`config.mk`:
```
export PLATFORM = sky130hd
export DESIGN_NAME = min_bus_ctrl
export DESIGN_NICKNAME = d
export VERILOG_FILES = /design/src/shared/min_bus_pkg.sv /design/src/verilog/sync2.sv /design/src/verilog/nmi_latch.sv /design/src/verilog/min_bus_ctrl.sv
export SDC_FILE = /design/constraint.sdc
export NUM_CORES = 1
export LEC_CHECK = 0
export BUFFER_PORTS_ARGS = -buffer_cell sky130_fd_sc_hd__buf_2
export CORE_UTILIZATION = 54
export CTS_CLUSTER_DIAMETER = 100
export DETAILED_ROUTE_END_ITERATION = 12
export PLACE_DENSITY = 0.88
export REMOVE_ABC_BUFFERS = 1
export SYNTH_ARGS = -nofsm -noshare
export SYNTH_HDL_FRONTEND = slang
export SYNTH_SLANG_ARGS = --single-unit
```
`constraint.sdc`:
```
create_clock -name i_mclk -period 3 [get_ports i_mclk]
set_input_delay 0.45 -clock i_mclk [delete_from_list [all_inputs] [get_ports i_mclk]]
set_output_delay 0.45 -clock i_mclk [all_outputs]
set_load 0.005 [all_outputs]
```
`src/shared/min_bus_pkg.sv`:
```
// Purpose: Constants, types and decode helpers for the minimum-mode bus control block
// Assumes: 100 MHz i_mclk; processor clock is i_mclk divided by three
// Notes:   One high phase and two low phases give the 33 percent duty processor clock
//
// How it works
// - Wait instruction proceeds when wait condition is low, otherwise idles.
// - Wait condition is synchronised and sampled at each processor clock leading edge.
// - A rising edge on the nonmaskable input raises a type 2 interrupt.
// - Nonmaskable interrupt has no software mask; every detected edge is serviced unless reset clears it first.
// - Synchronised nonmaskable edge is serviced after the current instruction completes.
// - Reset abandons the current activity at once, bus cycle included.
// - Reset is synchronised; execution restarts from reset state when reset falls.
// - Mode pin high selects minimum mode and enables the minimum-mode strobes; code pulses the address latch strobe in either mode.
// - Memory/IO status high for memory, valid from preceding t4 to final t4; code sets it only at the start of t1.
// - In hold acknowledge status, write, direction and enable float at logic one.
// - Write strobe low during t2, t3 and wait states of write cycles.
// - Interrupt acknowledge strobe low during t2, t3 and wait states of acknowledge cycles.
// - Interrupt acknowledge strobe is always driven, never floated.
// - Address latch strobe pulses high in clock-low part of t1, never floated.
// - Transceiver direction high to transmit, low to receive, timed like status.
// - Transceiver enable low during memory, IO and acknowledge cycles, else high.
// - Enable low mid-t2 to mid-t4 for reads, start of t2 for writes.
// - Read strobe low in t2, t3, wait states; high in t2 until bus floated.
// - Maskable request is a level sampled at instruction end, gated by enable flag.

package min_bus_pkg;

	// ----------------------------------------------------------------
	// Timing
	// ----------------------------------------------------------------
	localparam int PHASES = 3;
	localparam logic [1:0] PH_HIGH = 2'h0;
	localparam logic [1:0] PH_MID = 2'h1;
	localparam logic [1:0] PH_LAST = 2'h2;
	localparam int SYNC_STAGES = 2;
	localparam int RESET_MIN_CLKS = 4;

	// ----------------------------------------------------------------
	// Interrupts
	// ----------------------------------------------------------------
	localparam logic [7:0] NMI_TYPE = 8'h02;
	localparam logic [7:0] EXT_TYPE = 8'h00;

	// ----------------------------------------------------------------
	// Types
	// ----------------------------------------------------------------
	typedef enum logic [2:0] {
		TS_IDLE = 3'b000,
		TS_T1 = 3'b001,
		TS_T2 = 3'b010,
		TS_T3 = 3'b011,
		TS_TW = 3'b100,
		TS_T4 = 3'b101,
		TS_HOLD = 3'b110
	} t_state_e;

	typedef enum logic [2:0] {
		CK_MEM_RD = 3'b000,
		CK_MEM_WR = 3'b001,
		CK_IO_RD = 3'b010,
		CK_IO_WR = 3'b011,
		CK_IRQ_ACK_STROBE_N = 3'b100
	} cyc_kind_e;

	typedef struct packed {
		logic valid;
		cyc_kind_e kind;
	} bus_req_s;

	typedef struct packed {
		logic memory_or_io_status;
		logic write_strobe_n;
		logic read_strobe_n;
		logic xcvr_direction;
		logic xcvr_enable_n;
	} pin_strobe_s;

	typedef struct packed {
		logic valid;
		logic nmi;
		logic [7:0] itype;
		logic [9:0] vec_addr;
	} irq_take_s;

	localparam pin_strobe_s PINS_IDLE = 5'h1F;

	// ----------------------------------------------------------------
	// Decode helpers
	// ----------------------------------------------------------------
	function automatic logic kind_is_write(input cyc_kind_e k);
		return (k == CK_MEM_WR) || (k == CK_IO_WR);
	endfunction

	function automatic logic kind_is_mem(input cyc_kind_e k);
		return (k == CK_MEM_RD) || (k == CK_MEM_WR);
	endfunction

	function automatic logic kind_is_irq_ack_strobe_n(input cyc_kind_e k);
		return k == CK_IRQ_ACK_STROBE_N;
	endfunction

endpackage

```
`src/verilog/sync2.sv`:
```
// Purpose: Two flip-flop synchroniser for pin inputs
// Assumes: Inputs are asynchronous to i_mclk
// Notes:   First stage feeds only the second stage
`timescale 1ns/10ps

module sync2 #(
	parameter int W = 1
) (
	input wire logic i_mclk,
	input wire logic i_rst_b,
	input wire logic [W-1:0] i_async,
	output logic [W-1:0] o_sync
);
	import min_bus_pkg::*;

	logic [W-1:0] meta_q;
	logic [W-1:0] sync_q;

	if (W < 1) begin : g_chk
		$error("sync2 width must be at least one");
	end

	always_ff @(posedge i_mclk or negedge i_rst_b) begin
		if (!i_rst_b) begin
			meta_q <= '0;
			sync_q <= '0;
		end else begin
			meta_q <= i_async;
			sync_q <= meta_q;
		end
	end

	assign o_sync = sync_q;

endmodule // sync2

```
`src/verilog/nmi_latch.sv`:
```
// Purpose: Rising-edge detector and pending flag for the nonmaskable interrupt
// Assumes: i_nmi_s is already synchronised
// Notes:   A new edge in the cycle of service wins over i_take; i_clr wins over the new edge
`timescale 1ns/10ps

module nmi_latch (
	input wire logic i_mclk,
	input wire logic i_rst_b,
	input wire logic i_nmi_s,
	input wire logic i_take,
	input wire logic i_clr,
	output logic o_pending
);
	import min_bus_pkg::*;

	logic prev_q;
	logic pend_q;
	logic pend_d;
	wire rise = i_nmi_s & ~prev_q;

	// No mask term: every edge is kept until serviced or cleared by i_clr
	assign pend_d = i_clr ? 1'b0 : (rise | (pend_q & ~i_take));

	always_ff @(posedge i_mclk or negedge i_rst_b) begin
		if (!i_rst_b) begin
			prev_q <= 1'b1;
			pend_q <= 1'b0;
		end else begin
			prev_q <= i_nmi_s;
			pend_q <= pend_d;
		end
	end

	assign o_pending = pend_q;

endmodule // nmi_latch

```
`src/verilog/min_bus_ctrl.sv`:
```
// Purpose: T-state sequencer and minimum-mode strobes of the local bus, with wait, NMI and reset pins
// Assumes: Execution unit presents bus cycle requests and instruction boundaries on i_mclk
// Notes:   All pin outputs are registered and aligned with o_cpu_clk
`timescale 1ns/10ps

module min_bus_ctrl
	import min_bus_pkg::*;
(
	input wire logic i_mclk,
	input wire logic i_rst_b,
	input wire logic i_reset_pin,
	input wire logic i_mode_select_pin,
	input wire logic i_wait_condition,
	input wire logic i_nonmaskable_irq,
	input wire logic i_maskable_irq_request,
	input wire logic i_ready,
	input wire logic i_hold_req,
	input wire bus_req_s i_req,
	input wire logic i_wait_insn,
	input wire logic i_insn_last,
	input wire logic i_if_flag,
	output logic o_req_ready,
	output logic o_cyc_done,
	output logic o_exec_idle,
	output irq_take_s o_irq_take,
	output logic o_core_reset,
	output logic o_restart,
	output logic o_cpu_clk,
	output pin_strobe_s o_pins,
	output logic o_pins_oe,
	output logic o_irq_ack_strobe_n,
	output logic o_addr_latch_strobe,
	output logic o_hold_ack,
	output logic o_min_mode,
	output t_state_e o_t_state
);

	// ----------------------------------------------------------------
	// Elaboration checks
	// ----------------------------------------------------------------
	// Phase counter and strobe decode assume three mclk per processor clock
	if (PHASES != 3) begin : g_phase_chk
		$error("min_bus_ctrl needs three mclk per processor clock");
	end

	if (int'(PH_LAST) != PHASES - 1) begin : g_last_chk
		$error("last phase code does not match the phase count");
	end

	// Pin delay below is fixed at two stages by the synchroniser instances
	if (SYNC_STAGES != 2) begin : g_sync_chk
		$error("synchroniser depth is fixed at two stages");
	end

	// The reset pin must outlast its synchroniser, or a cycle might not be abandoned
	if (RESET_MIN_CLKS * PHASES <= SYNC_STAGES) begin : g_reset_chk
		$error("reset pin minimum is shorter than its synchroniser");
	end

	// ----------------------------------------------------------------
	// Pin synchronisers
	// ----------------------------------------------------------------
	logic [5:0] pins_s;
	logic rst_s;
	logic mode_s;
	logic test_s;
	logic nmi_s;
	logic maskable_irq_request_s;
	logic ready_s;
	logic hold_s;

	sync2 #(
		.W(6)
	) u_sync (
		.i_mclk(i_mclk),
		.i_rst_b(i_rst_b),
		.i_async({i_reset_pin, i_mode_select_pin, i_wait_condition,
			i_nonmaskable_irq, i_maskable_irq_request, i_hold_req}),
		.o_sync(pins_s)
	);

	assign rst_s = pins_s[5];
	assign mode_s = pins_s[4];
	assign test_s = pins_s[3];
	assign nmi_s = pins_s[2];
	assign maskable_irq_request_s = pins_s[1];
	assign hold_s = pins_s[0];

	// Ready gets the same two stages as every other pin
	logic [0:0] ready_vec;

	sync2 #(
		.W(1)
	) u_sync_rdy (
		.i_mclk(i_mclk),
		.i_rst_b(i_rst_b),
		.i_async(i_ready),
		.o_sync(ready_vec)
	);

	assign ready_s = ready_vec[0];

	// ----------------------------------------------------------------
	// Processor clock phases
	// ----------------------------------------------------------------
	logic [1:0] ph_q;
	logic [1:0] ph_d;
	// Phase 0 is the high third of the processor clock, phases 1 and 2 the low part
	wire ph_end = (ph_q == PH_LAST);

	assign ph_d = ph_end ? PH_HIGH : ph_q + 2'h1;

	// ----------------------------------------------------------------
	// Reset handling
	// ----------------------------------------------------------------
	logic rst_prev_q;
	wire rst_fall = rst_prev_q & ~rst_s;

	// Source holds reset at least four processor clocks, longer than the two-stage delay
	assign o_core_reset = rst_s;

	// ----------------------------------------------------------------
	// Wait instruction
	// ----------------------------------------------------------------
	logic test_q;

	assign o_exec_idle = i_wait_insn & test_q;

	// ----------------------------------------------------------------
	// Bus cycle sequencer
	// ----------------------------------------------------------------
	t_state_e st_q;
	t_state_e st_d;
	cyc_kind_e kind_q;
	logic mio_q;
	logic dtr_q;

	// Hold is granted only between cycles, so a started transfer completes unless reset abandons it
	wire at_boundary = (st_q == TS_IDLE) || (st_q == TS_T4);
	wire hold_go = ph_end & at_boundary & hold_s & ~rst_s;
	wire accept = ph_end & at_boundary & ~hold_s & ~rst_s & i_req.valid;

	assign o_req_ready = ph_end & at_boundary & ~hold_s & ~rst_s;
	assign o_cyc_done = ph_end & (st_q == TS_T4) & ~rst_s;

	always_comb begin
		st_d = st_q;
		if (rst_s) begin
			st_d = TS_IDLE;
		end else if (ph_end) begin
			case (st_q)
				TS_IDLE: begin
					if (hold_s) begin
						st_d = TS_HOLD;
					end else if (i_req.valid) begin
						st_d = TS_T1;
					end
				end
				TS_T1: begin
					st_d = TS_T2;
				end
				TS_T2: begin
					st_d = TS_T3;
				end
				TS_T3: begin
					st_d = ready_s ? TS_T4 : TS_TW;
				end
				TS_TW: begin
					st_d = ready_s ? TS_T4 : TS_TW;
				end
				TS_T4: begin
					if (hold_s) begin
						st_d = TS_HOLD;
					end else if (i_req.valid) begin
						st_d = TS_T1;
					end else begin
						st_d = TS_IDLE;
					end
				end
				TS_HOLD: begin
					st_d = hold_s ? TS_HOLD : TS_IDLE;
				end
				default: begin
					st_d = TS_IDLE;
				end
			endcase
		end
	end

	// ----------------------------------------------------------------
	// Strobe decode
	// ----------------------------------------------------------------
	// Decode works on the internal state; the output register adds one mclk
	wire in_cyc = (st_q == TS_T1) || (st_q == TS_T2) || (st_q == TS_T3) || (st_q == TS_TW) || (st_q == TS_T4);
	wire act_mid = (st_q == TS_T3) || (st_q == TS_TW);
	wire is_wr = kind_is_write(kind_q);
	wire is_ia = kind_is_irq_ack_strobe_n(kind_q);
	wire is_rd = ~is_wr & ~is_ia;
	wire t2_late = (st_q == TS_T2) && (ph_q != PH_HIGH);
	wire wr_act = is_wr & ((st_q == TS_T2) | act_mid);
	wire rd_act = is_rd & (t2_late | act_mid);
	wire ia_act = is_ia & ((st_q == TS_T2) | act_mid);
	wire den_t2 = (st_q == TS_T2) && (is_wr || (ph_q != PH_HIGH));
	wire den_t4 = (st_q == TS_T4) && (ph_q == PH_HIGH);
	wire den_act = in_cyc & (den_t2 | act_mid | den_t4);
	wire ale_act = (st_q == TS_T1) && (ph_q != PH_HIGH);
	wire float_now = (st_q == TS_HOLD) | ~mode_s;

	pin_strobe_s pins_d;

	always_comb begin
		pins_d = PINS_IDLE;
		// Hold and maximum mode both float the group, so it must read as logic one
		if (!float_now) begin
			pins_d.memory_or_io_status = mio_q;
			pins_d.xcvr_direction = dtr_q;
			pins_d.write_strobe_n = ~wr_act;
			pins_d.read_strobe_n = ~rd_act;
			pins_d.xcvr_enable_n = ~den_act;
		end
	end

	// ----------------------------------------------------------------
	// Interrupt service at instruction boundary
	// ----------------------------------------------------------------
	logic nmi_pend;
	// A pending nonmaskable edge always beats the maskable request
	wire take_nmi = i_insn_last & nmi_pend & ~rst_s;
	wire take_ext = i_insn_last & ~nmi_pend & maskable_irq_request_s & i_if_flag & ~rst_s;
	irq_take_s irq_d;

	nmi_latch u_nmi (
		.i_mclk(i_mclk),
		.i_rst_b(i_rst_b),
		.i_nmi_s(nmi_s),
		.i_take(take_nmi),
		.i_clr(rst_s),
		.o_pending(nmi_pend)
	);

	always_comb begin
		irq_d = '0;
		irq_d.valid = take_nmi | take_ext;
		irq_d.nmi = take_nmi;
		irq_d.itype = take_nmi ? NMI_TYPE : EXT_TYPE;
		irq_d.vec_addr = {irq_d.itype, 2'b00};
	end

	// ----------------------------------------------------------------
	// Registers
	// ----------------------------------------------------------------
	always_ff @(posedge i_mclk or negedge i_rst_b) begin
		if (!i_rst_b) begin
			ph_q <= PH_HIGH;
			st_q <= TS_IDLE;
			kind_q <= CK_MEM_RD;
			mio_q <= 1'b1;
			dtr_q <= 1'b1;
			test_q <= 1'b1;
			rst_prev_q <= 1'b0;
		end else begin
			ph_q <= ph_d;
			st_q <= st_d;
			rst_prev_q <= rst_s;
			if (ph_q == PH_HIGH) begin
				test_q <= test_s;
			end
			if (accept) begin
				kind_q <= i_req.kind;
				mio_q <= kind_is_mem(i_req.kind);
				dtr_q <= kind_is_write(i_req.kind);
			end
		end
	end

	// ----------------------------------------------------------------
	// Output registers
	// ----------------------------------------------------------------
	// Pin outputs, one mclk behind the decode, aligned with the processor clock
	always_ff @(posedge i_mclk or negedge i_rst_b) begin
		if (!i_rst_b) begin
			o_pins <= PINS_IDLE;
			o_pins_oe <= 1'b0;
			o_irq_ack_strobe_n <= 1'b1;
			o_addr_latch_strobe <= 1'b0;
			o_cpu_clk <= 1'b1;
			o_hold_ack <= 1'b0;
			o_min_mode <= 1'b0;
			o_t_state <= TS_IDLE;
			o_irq_take <= '0;
			o_restart <= 1'b0;
		end else begin
			o_pins <= pins_d;
			o_pins_oe <= ~float_now;
			o_irq_ack_strobe_n <= ~(ia_act & mode_s);
			o_addr_latch_strobe <= ale_act;
			o_cpu_clk <= (ph_q == PH_HIGH);
			o_hold_ack <= (st_q == TS_HOLD) | hold_go;
			o_min_mode <= mode_s;
			o_t_state <= st_q;
			o_irq_take <= irq_d;
			o_restart <= rst_fall;
		end
	end

endmodule // min_bus_ctrl

```
==> results.md <==
- Yosys warns: 0
- Post-route DRC violation count: 0
- Post-synthesis sequential area ratio: 0.623
- Core Area: 3130 sq um
- Worst-path cell chain: clkinv_1, nor4_1, buf_2
- Final WS setup: 0.779 ns
- GRT busiest layer: met2
- Worst Path Max Fanout: 14
- Crit Path Class: reg -> out
- Max VDD drop: 0.324 mV
- Final design instance area without fill: 2030 sq um
- Hold path endpoint: u_sync.meta_q[5]
- Largest net degree at the start of global routing: 46
- Inserted Clock Buffers: 5
- Reg-to-reg slack, setup: 1.26 ns
- R2R depth: 4
- CTS tree: yes
- Post-synth ARST share: 1.00
- Final Skew: 0.00950 ns
- PortBufs: 38
- Die width: 60.2 um
- Total Nets Final: 196
- Req. time, crit path: 2.55 ns
- Die Area: 3620 sq um
- Die Ht: 60.2 um
- Post-cts resize count: 0
- Post-synth EDFFs: 0
- DR vias: 1083
- Met2 usage: 0.312
- CP peak stage delay: 0.62 ns
- Commonest cells after routing, fill and taps aside: buf_2 (38), dfrtp_1 (34), conb_1 (16)
- Final Max Tran Viols: 0
- GR Util met3: 0.0758
- GRT Resource Usage Total: 0.190
- Hold Path Depth: 1
- # IOs: 55
- Crit. End Element: output pin
- Arrival @ worst endpoint: 1.77 ns
- Final Hold Viols: 0
- Reg2reg end: kind_q[2]
- Remaining antenna violation count: 0
- Remaining global-route overflow: 0
- P per Cell Area: 527 nW/um^2
- Static Leak: 0.000993 uW
- Post-CTS Setup Bufs: 0
- GPL Wtd Cong: 0.779
- Worst Hold Class: in -> reg
- Clk buf depth: 2
- Met1 Use GR: 0.221
- Worst reg2reg startpoint: st_q[1]
- CTS sink count: 45
- Setup_tns: 0 ns
- Initial antenna violation count: 0
- Post-synth top flop: dfrtp_1
- HPWL Detailed: 2190 um
- Avg WL per Cell: 13.3 um
- Post-CTS Hold Buffers: 0
- Final Cycle Share: 0.740
- Startpoint types: flop
- Status: complete, no violations
- Drt pass-1 iters: 4
- Relative slew slack: 0.365
- Most common cell after layout, fill and taps aside: buf_2
- Synth unique cells: 41
- Synthesized area: 1830 sq um
- Pre-CTS setup slack: 1.15 ns
- Clk_lat worst skew: 0.35 ns
- Crit-path slowest cell: dfrtp_1
- CTS clock-pin slew for the worst setup and hold paths: 0.11 ns
- Fin crit period: 2.22 ns
- #FFs+latches synth: 45
- # rows: 20
- Hold path startpoint: i_reset_pin
- Setup-failing EPs final: 0
- Worst Tran Pin Value: 0.953 ns
- Initial Util: 0.585
- Clock Tree Root: clkbuf_4
- Number of diodes: 0
- Max frequency: 450 MHz
- Htree depth: 2
- Area grow syn2layout: 10.9%
- Vias in the first global route: 999
- Share of post-route cells with drive strength above 1: 0.387
- Drt total wl: 2990 um
- First-pass GRT wire length: 4770 um
- RSZ-0062 raised after global routing: false
- Syn Area/Cell: 12.9 sq um
- Iter 0 DRT Violations: 11
- Via-to-Cell Ratio: 4.81
- Max_cap viols: 0
- Synth Instances: 142
- Placed cell areas: 1970 sq um
-- synthesized netlist by cell type, types with 2 or more instances --
| cell type | instances | share of area |
|---|---|---|
| nor4_1 | 2 | 0.0068 |
| nand2b_1 | 6 | 0.021 |
| nor2_1 | 8 | 0.016 |
| dfrtp_1 | 34 | 0.47 |
| nand3_1 | 2 | 0.0055 |
| buf_4 | 18 | 0.074 |
| o22ai_1 | 4 | 0.014 |
| nand2_1 | 5 | 0.010 |
| mux2_4 | 5 | 0.041 |
| dfstp_2 | 11 | 0.16 |
| nor2b_1 | 6 | 0.021 |
| and2_1 | 2 | 0.0068 |
| a22oi_1 | 2 | 0.0082 |
| or2_2 | 2 | 0.0068 |
| o21ai_0 | 5 | 0.014 |
| a21oi_1 | 4 | 0.011 |
| buf_2 | 2 | 0.0055 |
-- critical path: cells and delay by family (launching register included) --
family / cells / cell delay, ns
simple gates: 1 / 0.32
buf+inv: 2 / 0.48
flops: 1 / 0.62
-- state kept, by name, indices dropped and copies added, names as in the netlist, 2 cells and up --
| signal | cells |
|---|---|
| kind_q | 3 |
| st_q | 3 |
| o_t_state | 3 |
| ph_q | 2 |
| o_irq_take | 2 |
| u_sync.meta_q | 6 |
| o_pins | 5 |
| u_sync.o_sync | 6 |
-- cell type report --
class,instances,area [sq um]
Sequential cell,45,1140
Fill cell,252,1100
Multi-Input combinational cell,88,578
Timing Repair Buffer,38,190
Clock buffer,8,58.8
Tap cell,44,55.1
Inverter,2,7.51
-- cells by family after synthesis --
family                 synth area share
XOR/XNOR                        0.00479
other                           0.00205
buffers and inverters            0.0916
multiplexers                     0.0527
AO/OA/AOI/OAI                    0.0636
AND/OR/NAND/NOR                   0.162
flip-flops                        0.623
-- power by group --
group	internal, uW	total, uW	switching [uW]	leakage (uW)
Combinational	52.5	100	47.9	0.000426
Clock	116	287	171	0.0000326
Sequential	654	683	29.1	0.000534
Total	822	1070	248	0.000993
-- worst max path at each step --
stage	start	to	slack, ns
5_1_grt	st_q[0]	o_cyc_done	0.62
6_report	st_q[0]	o_cyc_done	0.78
2_1_floorplan	st_q[1]	kind_q[0]	1.39
3_3_place_gp	st_q[0]	o_cyc_done	1.18
3_5_place_dp	st_q[0]	o_cyc_done	1.15
4_1_cts	st_q[0]	o_cyc_done	0.73
-- metrics by stage --
| stage | util | std cells | power, uW | hold WS [ns] |
|---|---|---|---|---|
| floorplan | - | 135 | 744 | 0.154 |
| global placement | 0.630 | 217 | 791 | 0.334 |
| detailed placement | 0.630 | 217 | 797 | 0.336 |
| CTS | 0.649 | 225 | 1090 | 0.184 |
| global route | 0.649 | 225 | 1120 | 0.175 |
| finish | 0.649 | 225 | 1070 | 0.201 |
-- routing by layer --
metal  wire length (um)  vias to the layer above
met2               1490                       41
li1                   -                      527
met3                188                        7
met5                  0                        -
met4                 44                        0
met1               1270                      508
No activity file was read; power rests on OpenSTA's default activity.
